### src/hw/hpaw_pkg.sv
// package: constants and types for the host port address write front end
package hpaw_pkg;
    // main clock rate and derived cycle counts
    localparam int CLK_HZ = 50_000_000;
    localparam int CLK_NS = 1_000_000_000 / CLK_HZ;
    // least select-low width the host keeps in standard mode
    localparam int SEL_MIN_NS = 200;
    localparam int SEL_MIN_CYC = (SEL_MIN_NS + CLK_NS - 1) / CLK_NS;
    // slow clock tick rate for watchdog and beeper
    localparam int SLOW_HZ = 32_000;
    localparam int SLOW_DIV = CLK_HZ / SLOW_HZ;
    localparam int SLOW_DIV_W = 11;
    // address reset value and mode codes
    localparam logic [7:0] ADDR_RST = 8'h00;
    localparam logic [1:0] MODE_STD = 2'h0;
    localparam logic [1:0] MODE_EPP = 2'h1;
    localparam logic [1:0] MODE_ECP = 2'h2;
    // address write handshake states
    typedef enum logic [1:0] {HPAW_IDLE, HPAW_LATCH, HPAW_BUSY} hpaw_state_t;
endpackage

### src/hw/hpaw_sync.sv
// two-flop level synchroniser
`timescale 1ns/1ns
module hpaw_sync
    import hpaw_pkg::*;
#(
    parameter logic RST_VAL = 1'b0
)
(
    input wire logic clk_in,
    input wire logic reset_n_in,
    input wire logic async_in,
    output logic sync_out
);
    logic meta_q;
    logic sync_q;

    always_ff @(posedge clk_in or negedge reset_n_in)
    begin
        if (!reset_n_in)
        begin
            meta_q <= RST_VAL;
            sync_q <= RST_VAL;
        end
        else
        begin
            meta_q <= async_in;
            sync_q <= meta_q;
        end
    end

    assign sync_out = sync_q;
endmodule

### src/hw/hpaw_top.sv
// host port address write front end with supply gating and slow tick
//
// Function
// - supply sense low: every output enable off, pins float.
// - supply sense high: output drivers enabled for normal operation.
// - bus interface logic runs from the main clock.
// - watchdog and beeper use a separate slow tick.
// - three cycle types in standard, EPP, ECP; here only address write.
// - latched address selects direction and target of data cycles.
// - standard mode: every address write accepted while supply sense high, busy never holds off.
// - EPP mode: on select fall latch byte, then raise busy.
`timescale 1ns/1ns
module hpaw_top
    import hpaw_pkg::*;
(
    input wire logic CLK_IN,
    input wire logic RESET_N_IN,
    input wire logic SUPPLY_PRESENT_IN,
    input wire logic [1:0] MODE_IN,
    input wire logic HOST_SELECT_N_IN,
    input wire logic [7:0] HOST_DATA_IN,
    input wire logic SLOW_CLK_IN,
    output logic HOST_BUSY_OUT,
    output logic HOST_BUSY_OE_OUT,
    output logic [7:0] ADDR_OUT,
    output logic ADDR_VALID_OUT,
    output logic ADDR_STROBE_OUT,
    output logic ADDR_IS_READ_OUT,
    output logic SLOW_TICK_OUT,
    output logic OUTPUTS_EN_OUT
);
    // ****************************************************************
    // input synchronisers
    // ****************************************************************
    logic sel_n_s;
    logic sup_s;
    logic slow_s;

    hpaw_sync #(.RST_VAL(1'b1)) u_sel
    (
        .clk_in(CLK_IN),
        .reset_n_in(RESET_N_IN),
        .async_in(HOST_SELECT_N_IN),
        .sync_out(sel_n_s)
    );
    hpaw_sync #(.RST_VAL(1'b0)) u_sup
    (
        .clk_in(CLK_IN),
        .reset_n_in(RESET_N_IN),
        .async_in(SUPPLY_PRESENT_IN),
        .sync_out(sup_s)
    );
    hpaw_sync #(.RST_VAL(1'b0)) u_slow
    (
        .clk_in(CLK_IN),
        .reset_n_in(RESET_N_IN),
        .async_in(SLOW_CLK_IN),
        .sync_out(slow_s)
    );

    // ****************************************************************
    // edge detection and handshake
    // ****************************************************************
    logic sel_prev_q;
    logic slow_prev_q;
    hpaw_state_t state_q;
    hpaw_state_t state_d;
    logic [7:0] addr_q;
    logic valid_q;
    logic strobe_q;
    logic busy_q;
    logic tick_q;

    wire sel_fall = sel_prev_q & ~sel_n_s;
    wire is_epp = (MODE_IN == MODE_EPP);
    // data lines held valid by host when select falls
    // standard latch on fall
    wire take_addr = sel_fall & sup_s & (state_q == HPAW_IDLE);
    // edge of the slow clock seen through the synchroniser
    wire slow_rise = slow_s & ~slow_prev_q;

    always_comb
    begin
        state_d = state_q;
        unique case (state_q)
            HPAW_IDLE:
                if (take_addr)
                    state_d = is_epp ? HPAW_LATCH : HPAW_IDLE;
            HPAW_LATCH:
                state_d = HPAW_BUSY;
            // busy stays until host releases select or supply drops
            HPAW_BUSY:
                if (sel_n_s)
                    state_d = HPAW_IDLE;
        endcase
        if (!sup_s)
            state_d = HPAW_IDLE;
    end

    always_ff @(posedge CLK_IN or negedge RESET_N_IN)
    begin
        if (!RESET_N_IN)
        begin
            sel_prev_q <= 1'b1;
            slow_prev_q <= 1'b0;
            state_q <= HPAW_IDLE;
        end
        else
        begin
            sel_prev_q <= sel_n_s;
            slow_prev_q <= slow_s;
            state_q <= state_d;
        end
    end

    always_ff @(posedge CLK_IN or negedge RESET_N_IN)
    begin
        if (!RESET_N_IN)
        begin
            addr_q <= ADDR_RST;
            valid_q <= 1'b0;
            strobe_q <= 1'b0;
        end
        else
        begin
            strobe_q <= take_addr;
            if (take_addr)
            begin
                addr_q <= HOST_DATA_IN;
                valid_q <= 1'b1;
            end
        end
    end

    // standard mode never drives busy high
    always_ff @(posedge CLK_IN or negedge RESET_N_IN)
    begin
        if (!RESET_N_IN)
            busy_q <= 1'b0;
        else
            busy_q <= (state_d == HPAW_BUSY);
    end

    // slow tick for watchdog and beeper, not the main time base
    always_ff @(posedge CLK_IN or negedge RESET_N_IN)
    begin
        if (!RESET_N_IN)
            tick_q <= 1'b0;
        else
            tick_q <= slow_rise;
    end

    // ****************************************************************
    // outputs
    // ****************************************************************
    // float when supply absent
    assign OUTPUTS_EN_OUT = sup_s;
    assign HOST_BUSY_OE_OUT = sup_s;
    assign HOST_BUSY_OUT = busy_q;
    assign ADDR_OUT = addr_q;
    assign ADDR_VALID_OUT = valid_q;
    assign ADDR_STROBE_OUT = strobe_q;
    // bit 7 of the address marks a read; the rest name the target
    assign ADDR_IS_READ_OUT = addr_q[7];
    assign SLOW_TICK_OUT = tick_q;

    // ****************************************************************
    // checks
    // ****************************************************************
    busy_after_latch_a: assert property (
        @(posedge CLK_IN) disable iff (!RESET_N_IN)
        take_addr && is_epp |=> ##1 HOST_BUSY_OUT)
        else $error("busy not raised two cycles after EPP select fall");
    std_no_busy_a: assert property (
        @(posedge CLK_IN) disable iff (!RESET_N_IN)
        take_addr && !is_epp |=> !HOST_BUSY_OUT)
        else $error("busy raised in standard address write");
    addr_capture_a: assert property (
        @(posedge CLK_IN) disable iff (!RESET_N_IN)
        take_addr |=> ADDR_OUT == $past(HOST_DATA_IN) && ADDR_STROBE_OUT)
        else $error("address byte not latched");
    addr_hold_a: assert property (
        @(posedge CLK_IN) disable iff (!RESET_N_IN)
        !take_addr |=> $stable(ADDR_OUT))
        else $error("address changed without a write");
    supply_off_a: assert property (
        @(posedge CLK_IN) disable iff (!RESET_N_IN)
        !SUPPLY_PRESENT_IN [*3] |-> !HOST_BUSY_OE_OUT && !OUTPUTS_EN_OUT)
        else $error("driving while supply absent");
    supply_on_a: assert property (
        @(posedge CLK_IN) disable iff (!RESET_N_IN)
        $rose(SUPPLY_PRESENT_IN) ##2 SUPPLY_PRESENT_IN |-> OUTPUTS_EN_OUT)
        else $error("drivers not enabled with supply present");
    busy_until_release_a: assert property (
        @(posedge CLK_IN) disable iff (!RESET_N_IN)
        HOST_BUSY_OUT && !sel_n_s && sup_s |=> HOST_BUSY_OUT)
        else $error("busy dropped before select released");
    busy_release_a: assert property (
        @(posedge CLK_IN) disable iff (!RESET_N_IN)
        HOST_BUSY_OUT && sel_n_s |=> !HOST_BUSY_OUT)
        else $error("busy held after select released");
    sync_delay_a: assert property (
        @(posedge CLK_IN) disable iff (!RESET_N_IN)
        ##2 sel_n_s == $past(HOST_SELECT_N_IN, 2))
        else $error("select not delayed by two flops");
    slow_tick_a: assert property (
        @(posedge CLK_IN) disable iff (!RESET_N_IN)
        SLOW_TICK_OUT |=> !SLOW_TICK_OUT)
        else $error("slow tick longer than one cycle");
endmodule

### config.mk
export PLATFORM = sky130hd
export DESIGN_NAME = hpaw_top
export DESIGN_NICKNAME = d
export VERILOG_FILES = /design/src/hw/hpaw_pkg.sv /design/src/hw/hpaw_sync.sv /design/src/hw/hpaw_top.sv
export SDC_FILE = /design/constraint.sdc
export NUM_CORES = 1
export LEC_CHECK = 0
export ABC_CLOCK_PERIOD_IN_PS = 3850
export BUFFER_PORTS_ARGS = -buffer_cell sky130_fd_sc_hd__buf_2
export CAP_MARGIN = 40
export CORE_MARGIN = 2
export CORE_UTILIZATION = 30
export CTS_CLUSTER_DIAMETER = 40
export DETAILED_ROUTE_END_ITERATION = 10
export GPL_ROUTABILITY_DRIVEN = 0
export PLACE_DENSITY_LB_ADDON = 0.15
export SETUP_SLACK_MARGIN = 0.1
export SKIP_LAST_GASP = 1
export SLEW_MARGIN = 20
export SYNTH_ARGS = -nofsm -noshare
export SYNTH_HDL_FRONTEND = slang
export SYNTH_HIERARCHICAL = 1
export SYNTH_SLANG_ARGS = --single-unit
### constraint.sdc
create_clock -name CLK_IN -period 3.85 [get_ports CLK_IN]
set_input_delay 1.155 -clock CLK_IN [delete_from_list [all_inputs] [get_ports CLK_IN]]
set_output_delay 1.155 -clock CLK_IN [all_outputs]
set_load 0.01 [all_outputs]
Word level (Yosys, flattened, before mapping)
Cells that the tools add are included.

storage, ports and cells
  register bits = 22

operators by class
  equality and inequality tests = 4
  muxes and demuxes = 5
  bitwise operators = 6
  reduce and logical (&&, ||, !) cells = 1

operators with widths
  operator                                        number
  2-to-1 mux 2 bit                                3
  one-hot mux 2 bit (3 select lines)              1
  AND 1 bit                                       4
  == test 2 x 1 -> 1 bit (second input constant)  2
  == test 2 bit (second input constant)           2
  logical NOT 2 bit                               1
  inverter 1 bit                                  2
  2-to-1 mux 1 bit                                1

Logic depth before layout (Yosys ltp)
Gate-level depths: netlist of the first run.

  word-level depth = 8
  depth in mapped cells = 6
  depth with buffers taken out = 5

Modules after synthesis
The synthesis of the first run kept the hierarchy.

by module, submodules not included
  module                   times used  cells an instance  area an instance (µm²)
  hpaw_top                 1           48                 691.9
  hpaw_sync at u_slow ...  2           2                  50.0
  hpaw_sync at u_sel       1           2                  52.6

Worst setup path before layout of the first run
No wires, ideal clock.

  kind = register to output
  from = register u_sup.sync_q (netlist: u_sup/sync_out)
  to = output OUTPUTS_EN_OUT
  data arrival time = 0.618 ns
  slack = 2.077 ns
  cell stages (with the launch flop) = 2
  path buffers = 1
  path through = dfrtp_1 > buf_4

RTL lines
  what                      RTL line         source
  start: declaration        hpaw_sync.sv:15  logic sync_q;
  start signal: assignment  hpaw_sync.sv:27  sync_q <= meta_q;
  end: declaration          hpaw_top.sv:30   output logic OUTPUTS_EN_OUT

No word-level cell between the ends.

Worst setup path after layout of the first run
  from = register u_sup.sync_q (netlist: u_sup/sync_out)
  to = output HOST_BUSY_OE_OUT

RTL lines
  what              RTL line        source
  end: declaration  hpaw_top.sv:24  output logic HOST_BUSY_OE_OUT,

No word-level cell between the ends.

==> flow_summary.yaml, run 1 <==
outcome:
  status: "completed"
timing:
  finalHoldViolations: 0
  finalMaxSlewViolations: 0
  whs_ns: 0.361
  clock_skew_ns: 0.00267
  fin_ws_ns: 1.74
  fin_crit_sh_pct: 54.7
  rsz0062_at_grt: "false"
  setup_viol: 0
  slew_headroom_pct: 68.5
  final.setup.tns_ns: 0
  worstMarginPinSlew_ns: 0.472
  period_minus_slack_ns: 2.11
  fmax_ghz: 0.474
drt:
  via_per_inst: 4.16
  wl_per_cell_um: 10.7
  firstDrtPassIters: 2
  ant_nets: 0
  routed_wirelength_mm: 1.24
  drc: 0
  dr_total_vias: 478
  drt_iter0_drc: 4
clocking:
  cts_sinks: 22
  h-tree-depth: 1
  cts_root_buf: "clkbuf_4"
  path_clk_slew_ns: 0.12
  cts_setup_buffers: 0
  cts_made_buffers: 3
  hold_buffers: 0
  cts_tree: "done"
  cts_buffer_depth: 2
  insertion_delay_ns: 0.30
  cts_resized: 0
min_path:
  hold_class: "register to register"
grt:
  grt_start_max_net_pins: 23
  gr-total-overflow: 0
  antenna_found_initial: 0
  grt_pass1_vias: 481
  met2_usage_pct: 12.6
  met3_usage_pct: 3.17
  grt_usage_pct: 9.21
  use_met1_pct: 12.3
  grt_pass1_wl_mm: 2.24
  grt.busiest_layer: "met2"
yosys:
  synth_edf_count: 0
  synth_fp_nets: 72
  yosys-top-cells-count: "dfrtp_1 (19), mux2_4 (6), dfstp_2 (3), ha_1 (3), inv_1 (3)"
  syn_area_sq_um: 845
  synth_warnings: 6
  synthArstFlopShare_pct: 100
  synth_ff_type: "dfrtp_1"
  synth.area.top_cells: "dfrtp_1 (56%), mux2_4 (11%), dfstp_2 (9.3%), ha_1 (4.4%), mux2_2 (2.7%)"
  synth.avg_cell_area_sq_um: 15.6
  seq_area_frac_synth_pct: 65.6
  synth.distinct_cells: 20
  ys_ff_latch: 22
  synth_top_area_cell: "dfrtp_1"
  synth_top_area_share_pct: 56.3
  post-synth-top-count-cell: "dfrtp_1"
  syn-instance-count: 54
critical_path:
  cp_max_fo: 7
  path_cells: "buf_2"
  cp.required_ns: 2.69
  worstSetupPathType: "register to primary output"
  endpoint_kind: "primary output"
  slowest_delay_ns: 0.48
  worst_path_dominant_cell_family: "flip-flops"
  arrival_ns: 0.95
  path_buf_inv: 1
  start_kind: "register"
  rrSetupSlack_ns: 2.23
  cpMaxStageDelayCell: "dfrtp_1"
floorplan:
  initial_core_util_pct: 31.2
  num_rows: 19
  io_pins: 30
  die_w_um: 57.1
  die-area_sq_mm: 0.00326
  core_sq_mm: 0.00271
  dieHeight_um: 57.1
flow_run:
  maxCapViolations: 0
cells_and_area:
  final_core_utilization_pct: 38.3
  area_growth_pct: 23.0
  diodes: 0
  drive_gt1_share_pct: 53.6
  design_area_sq_mm: 0.00104
  nets: 103
  largest_reg_flops: 8
power:
  internal-power_mw: 0.382
  pwr-share-seq_pct: 54.9
  powerDensity_mw_per_mm2: 493
  swShare_pct: 25.4
  clock_power_share_pct: 24.0
  power.leakage_nw: 0.520
  power_switching_mw: 0.130
  ir_worst_vdd_v: 0.000253
  combPwrFrac_pct: 21.1
place:
  dp_hpwl_um: 914
  io_buffers: 29
  dp_slack_ns: 2.08
  dpl_cell_area_sq_mm: 0.00100
[area by class of cell]
cell class                      instances  area, sq um
Fill cell                             279         1670
Sequential cell                        22          554
Multi-Input combinational cell         26          253
Timing Repair Buffer                   29          145
Tap cell                               31         38.8
Clock buffer                            4         36.3
Inverter                                3         11.3
[metrics by stage]
| step | power, mW | instances |
|---|---|---|
| floorplan | 0.354 | 54 |
| global placement | 0.395 | 111 |
| detailed placement | 0.396 | 111 |
| CTS | 0.522 | 115 |
| global route | 0.547 | 115 |
| finish | 0.512 | 115 |
[path summary, 6_finish.rpt]
kind,start,endpoint,cells past startpoint
worst max-delay path,u_sup/sync_out$_DFF_PN0_,HOST_BUSY_OE_OUT,1
worst min-delay path,u_slow/meta_q$_DFF_PN0_,u_slow/sync_out$_DFF_PN0_,0
worst max register to register,state_q[1]$_DFF_PN0_,ADDR_OUT[7]$_DFFE_PN0P_,4
worst min register to register,u_slow/meta_q$_DFF_PN0_,u_slow/sync_out$_DFF_PN0_,0
max in group asynchronous,RESET_N_IN,u_sel/meta_q$_DFF_PN1_,1
min in group asynchronous,RESET_N_IN,ADDR_STROBE_OUT$_DFF_PN0_,1
[cell usage in the layout, fill, tap and decap left out, drive strengths merged, types with 2 or more instances in the layout]
master and count:
nand2 2, buf 29, dfstp 3, nand2b 2
ha 3, dfrtp 19, mux2 8, nor2 2
clkbuf 4, inv 3
[worst reg2reg max path, cell delays in order (launching register included)]
cell      delay [ns]
dfrtp_1         0.43
inv_1           0.09
ha_1            0.16
nand4b_2        0.39
mux2_4          0.44
[routing by layer]
metal  part of all wire, %  vias up  wire length (um)
met5                     0        -                 0
met4                  0.81        0                10
met3                   5.8        2                72
met2                    48       14               590
met1                    46      229               562
li1                      -      233                 -
[power by group through the flow]
stage	sequential, mW	clock (mW)	combinational, mW
after CTS	0.282	0.130	0.110
after global placement	0.284	0	0.111
after global routing	0.287	0.141	0.119
after floorplan	0.297	0	0.0565
after detailed placement	0.285	0	0.111
final	0.281	0.123	0.108
[cells by family (layout without fill, tap and decap cells)]
| group | Yosys count | in the layout | share of synthesized area, % |
|---|---|---|---|
| compound gates | 3 | 3 | 2.52 |
| fa+ha+maj | 3 | 3 | 4.44 |
| buf+inv | 6 | 36 | 4.44 |
| flops | 22 | 22 | 65.6 |
| mux | 9 | 9 | 14.5 |
| simple gates | 11 | 11 | 8.45 |
Note: power is estimated with default switching activity, not from simulation.
==> run 2: changes to the inputs <==
ABC_AREA = 1   (was not set)
ABC_CLOCK_PERIOD_IN_PS = 1900   (was 3850)
clock period = 1.9 ns   (was 3.85 ns; I/O delays follow)
==> flow_summary.yaml, run 2 <==
critical_path:
  reg2reg_depth: 7
  crit_start: "state_q[0]$_DFF_PN0_"
  worstReg2RegStart: "state_q[0]$_DFF_PN0_"
  cp_max_fo: 11
  rrSetupSlack_ns: 0.38
  worstSetupPathType: "register to register"
  endpoint_kind: "register"
  cp.required_ns: 2.09
  arrival_ns: 1.71
  path_cells: "inv_1 -> ha_1 -> nand2_1 -> inv_1 -> nand2_2 -> inv_2 -> or2_2"
  start_kind: "register"
  cpMaxStageDelayCell: "dfrtp_1"
  r2r_end: "ADDR_VALID_OUT$_DFFE_PN0P_"
  slowest_delay_ns: 0.43
  crit_top_cell: "inv_1"
timing:
  whs_ns: 0.207
  fin_crit_sh_pct: 80.0
  slew_headroom_pct: 67.6
  worstMarginPinSlew_ns: 0.486
  rsz0062_at_grt: "false"
  final.setup.tns_ns: 0
  setup_viol: 0
  finalHoldViolations: 0
  fmax_ghz: 0.658
  period_minus_slack_ns: 1.52
  finalMaxSlewViolations: 0
  clock_skew_ns: 0.00970
yosys:
  synth_ff_type: "dfrtp_1"
  synth.avg_cell_area_sq_um: 10.6
  syn_area_sq_um: 845
  synth_top_area_share_pct: 56.3
  seq_area_frac_synth_pct: 65.6
  post-synth-top-count-cell: "nand2_1"
  synth_fp_nets: 98
  synth_warnings: 6
  synth.distinct_cells: 17
  synthArstFlopShare_pct: 100
  yosys-top-cells-count: "nand2_1 (29), dfrtp_1 (19), inv_1 (7)"
  synth_edf_count: 0
  syn-instance-count: 80
  synth_top_area_cell: "dfrtp_1"
  ys_ff_latch: 22
  synth.area.top_cells: "dfrtp_1 (56%), nand2_1 (13%), dfstp_2 (9.3%), ha_1 (4.4%), inv_1 (3.1%)"
clocking:
  cts_resized: 0
  cts_setup_buffers: 0
  path_clk_slew_ns: 0.12
  cts_buffer_depth: 2
  h-tree-depth: 1
  cts_made_buffers: 3
  insertion_delay_ns: 0.30
  cts_sinks: 22
  cts_tree: "done"
  hold_buffers: 0
  cts_root_buf: "clkbuf_4"
grt:
  antenna_found_initial: 0
  grt_pass1_vias: 578
  gr-total-overflow: 0
  grt_start_max_net_pins: 23
  grt_usage_pct: 9.94
  grt_pass1_wl_mm: 2.47
drt:
  wl_per_cell_um: 10.3
  drt_iter0_drc: 18
  firstDrtPassIters: 4
  via_per_inst: 4.18
  drc: 0
  routed_wirelength_mm: 1.46
  ant_nets: 0
  dr_total_vias: 589
floorplan:
  io_pins: 30
  initial_core_util_pct: 31.2
  num_rows: 19
  die-area_sq_mm: 0.00326
  core_sq_mm: 0.00271
  die_w_um: 57.1
  dieHeight_um: 57.1
place:
  io_buffers: 29
  dpl_cell_area_sq_mm: 0.00100
  dp_hpwl_mm: 1.09
flow_run:
  maxCapViolations: 0
power:
  finalPower_mw: 1.27
  power.leakage_nw: 0.582
  ir_worst_vdd_v: 0.000595
  powerDensity_mw_per_mm2: 1220
cells_and_area:
  diodes: 0
  drive_gt1_share_pct: 39.1
  largest_reg_flops: 8
  area_growth_pct: 23.0
  nets: 129
  design_area_sq_mm: 0.00104
  final_core_utilization_pct: 38.3
  mostFrequentLayoutCells: "nand2_1 (29), buf_2 (29), dfrtp_1 (19), inv_1 (7)"
min_path:
  hold_class: "input pin to asynchronous set/reset pin"
outcome:
  status: "completed"
-- run 2: changes by cell type in the layout (fill, tap and decap cells not counted), moves of 2 or more --
| cell | before | now |
|---|---|---|
| nand2b_1 | 2 | 0 |
| inv_1 | 3 | 7 |
| o21ai_0 | 0 | 2 |
| nand2_1 | 2 | 29 |
| nand2_2 | 0 | 2 |
| nand3_1 | 0 | 3 |
| mux2_4 | 6 | 0 |
| inv_2 | 0 | 2 |
| mux2_2 | 2 | 0 |
-- run 2: kinds of logic (layout without fill, tap and decap cells) --
family / Yosys count / count (layout) / synth area share (%)
compound gates: 3 / 3 / 1.78
fa+ha+maj: 3 / 3 / 4.44
flops: 22 / 22 / 65.6
buf+inv: 12 / 42 / 7.11
simple gates: 40 / 40 / 21.0
-- run 2: layer usage --
metal / track usage, % / routed length [um] / part of all wire [%]
met3: 2.95 / 84 / 5.8
met1: 12.1 / 632 / 43
met2: 16.1 / 721 / 49
met5: 0 / 0 / 0
met4: 4.98 / 19 / 1.3
-- run 2: worst max-delay path by stage --
stage / endpoint / slack (ns) / cells past startpoint
2_1_floorplan: state_q[0]$_DFF_PN0_ / 0.64 / 9
3_3_place_gp: ADDR_VALID_OUT$_DFFE_PN0P_ / 0.44 / 7
3_5_place_dp: ADDR_VALID_OUT$_DFFE_PN0P_ / 0.39 / 7
4_1_cts: ADDR_VALID_OUT$_DFFE_PN0P_ / 0.37 / 7
5_1_grt: ADDR_VALID_OUT$_DFFE_PN0P_ / 0.21 / 7
6_report: ADDR_VALID_OUT$_DFFE_PN0P_ / 0.38 / 7
-- run 2: through the flow --
step	cells	worst slack, ns
floorplan	80	0.643
global placement	137	0.442
detailed placement	137	0.392
CTS	141	0.369
global route	141	0.206
finish	141	0.381
-- run 2: worst max-delay path: cells and delay by family (launching register included) --
family                   cells  cell delay, ns
adder cells (fa/ha/maj)      1            0.20
buffers and inverters        3            0.25
flip-flops                   1            0.43
AND/OR/NAND/NOR              3            0.52
-- run 2: final cells by class --
type,instances,area (sq um)
timing repair buffer,29,145
fill,291,1670
clock buffer,4,36.3
sequential,22,554
multi-input combinational,46,230
tap,31,38.8
inverter,9,33.8
-- run 2: power by group --
| group | total [mW] | internal (mW) | leakage [nW] | switching [mW] |
|---|---|---|---|---|
| clock | 0.254 | 0.117 | 0.0210 | 0.137 |
| sequential | 0.648 | 0.583 | 0.265 | 0.0646 |
| combinational | 0.370 | 0.159 | 0.297 | 0.211 |
| total | 1.27 | 0.859 | 0.582 | 0.413 |
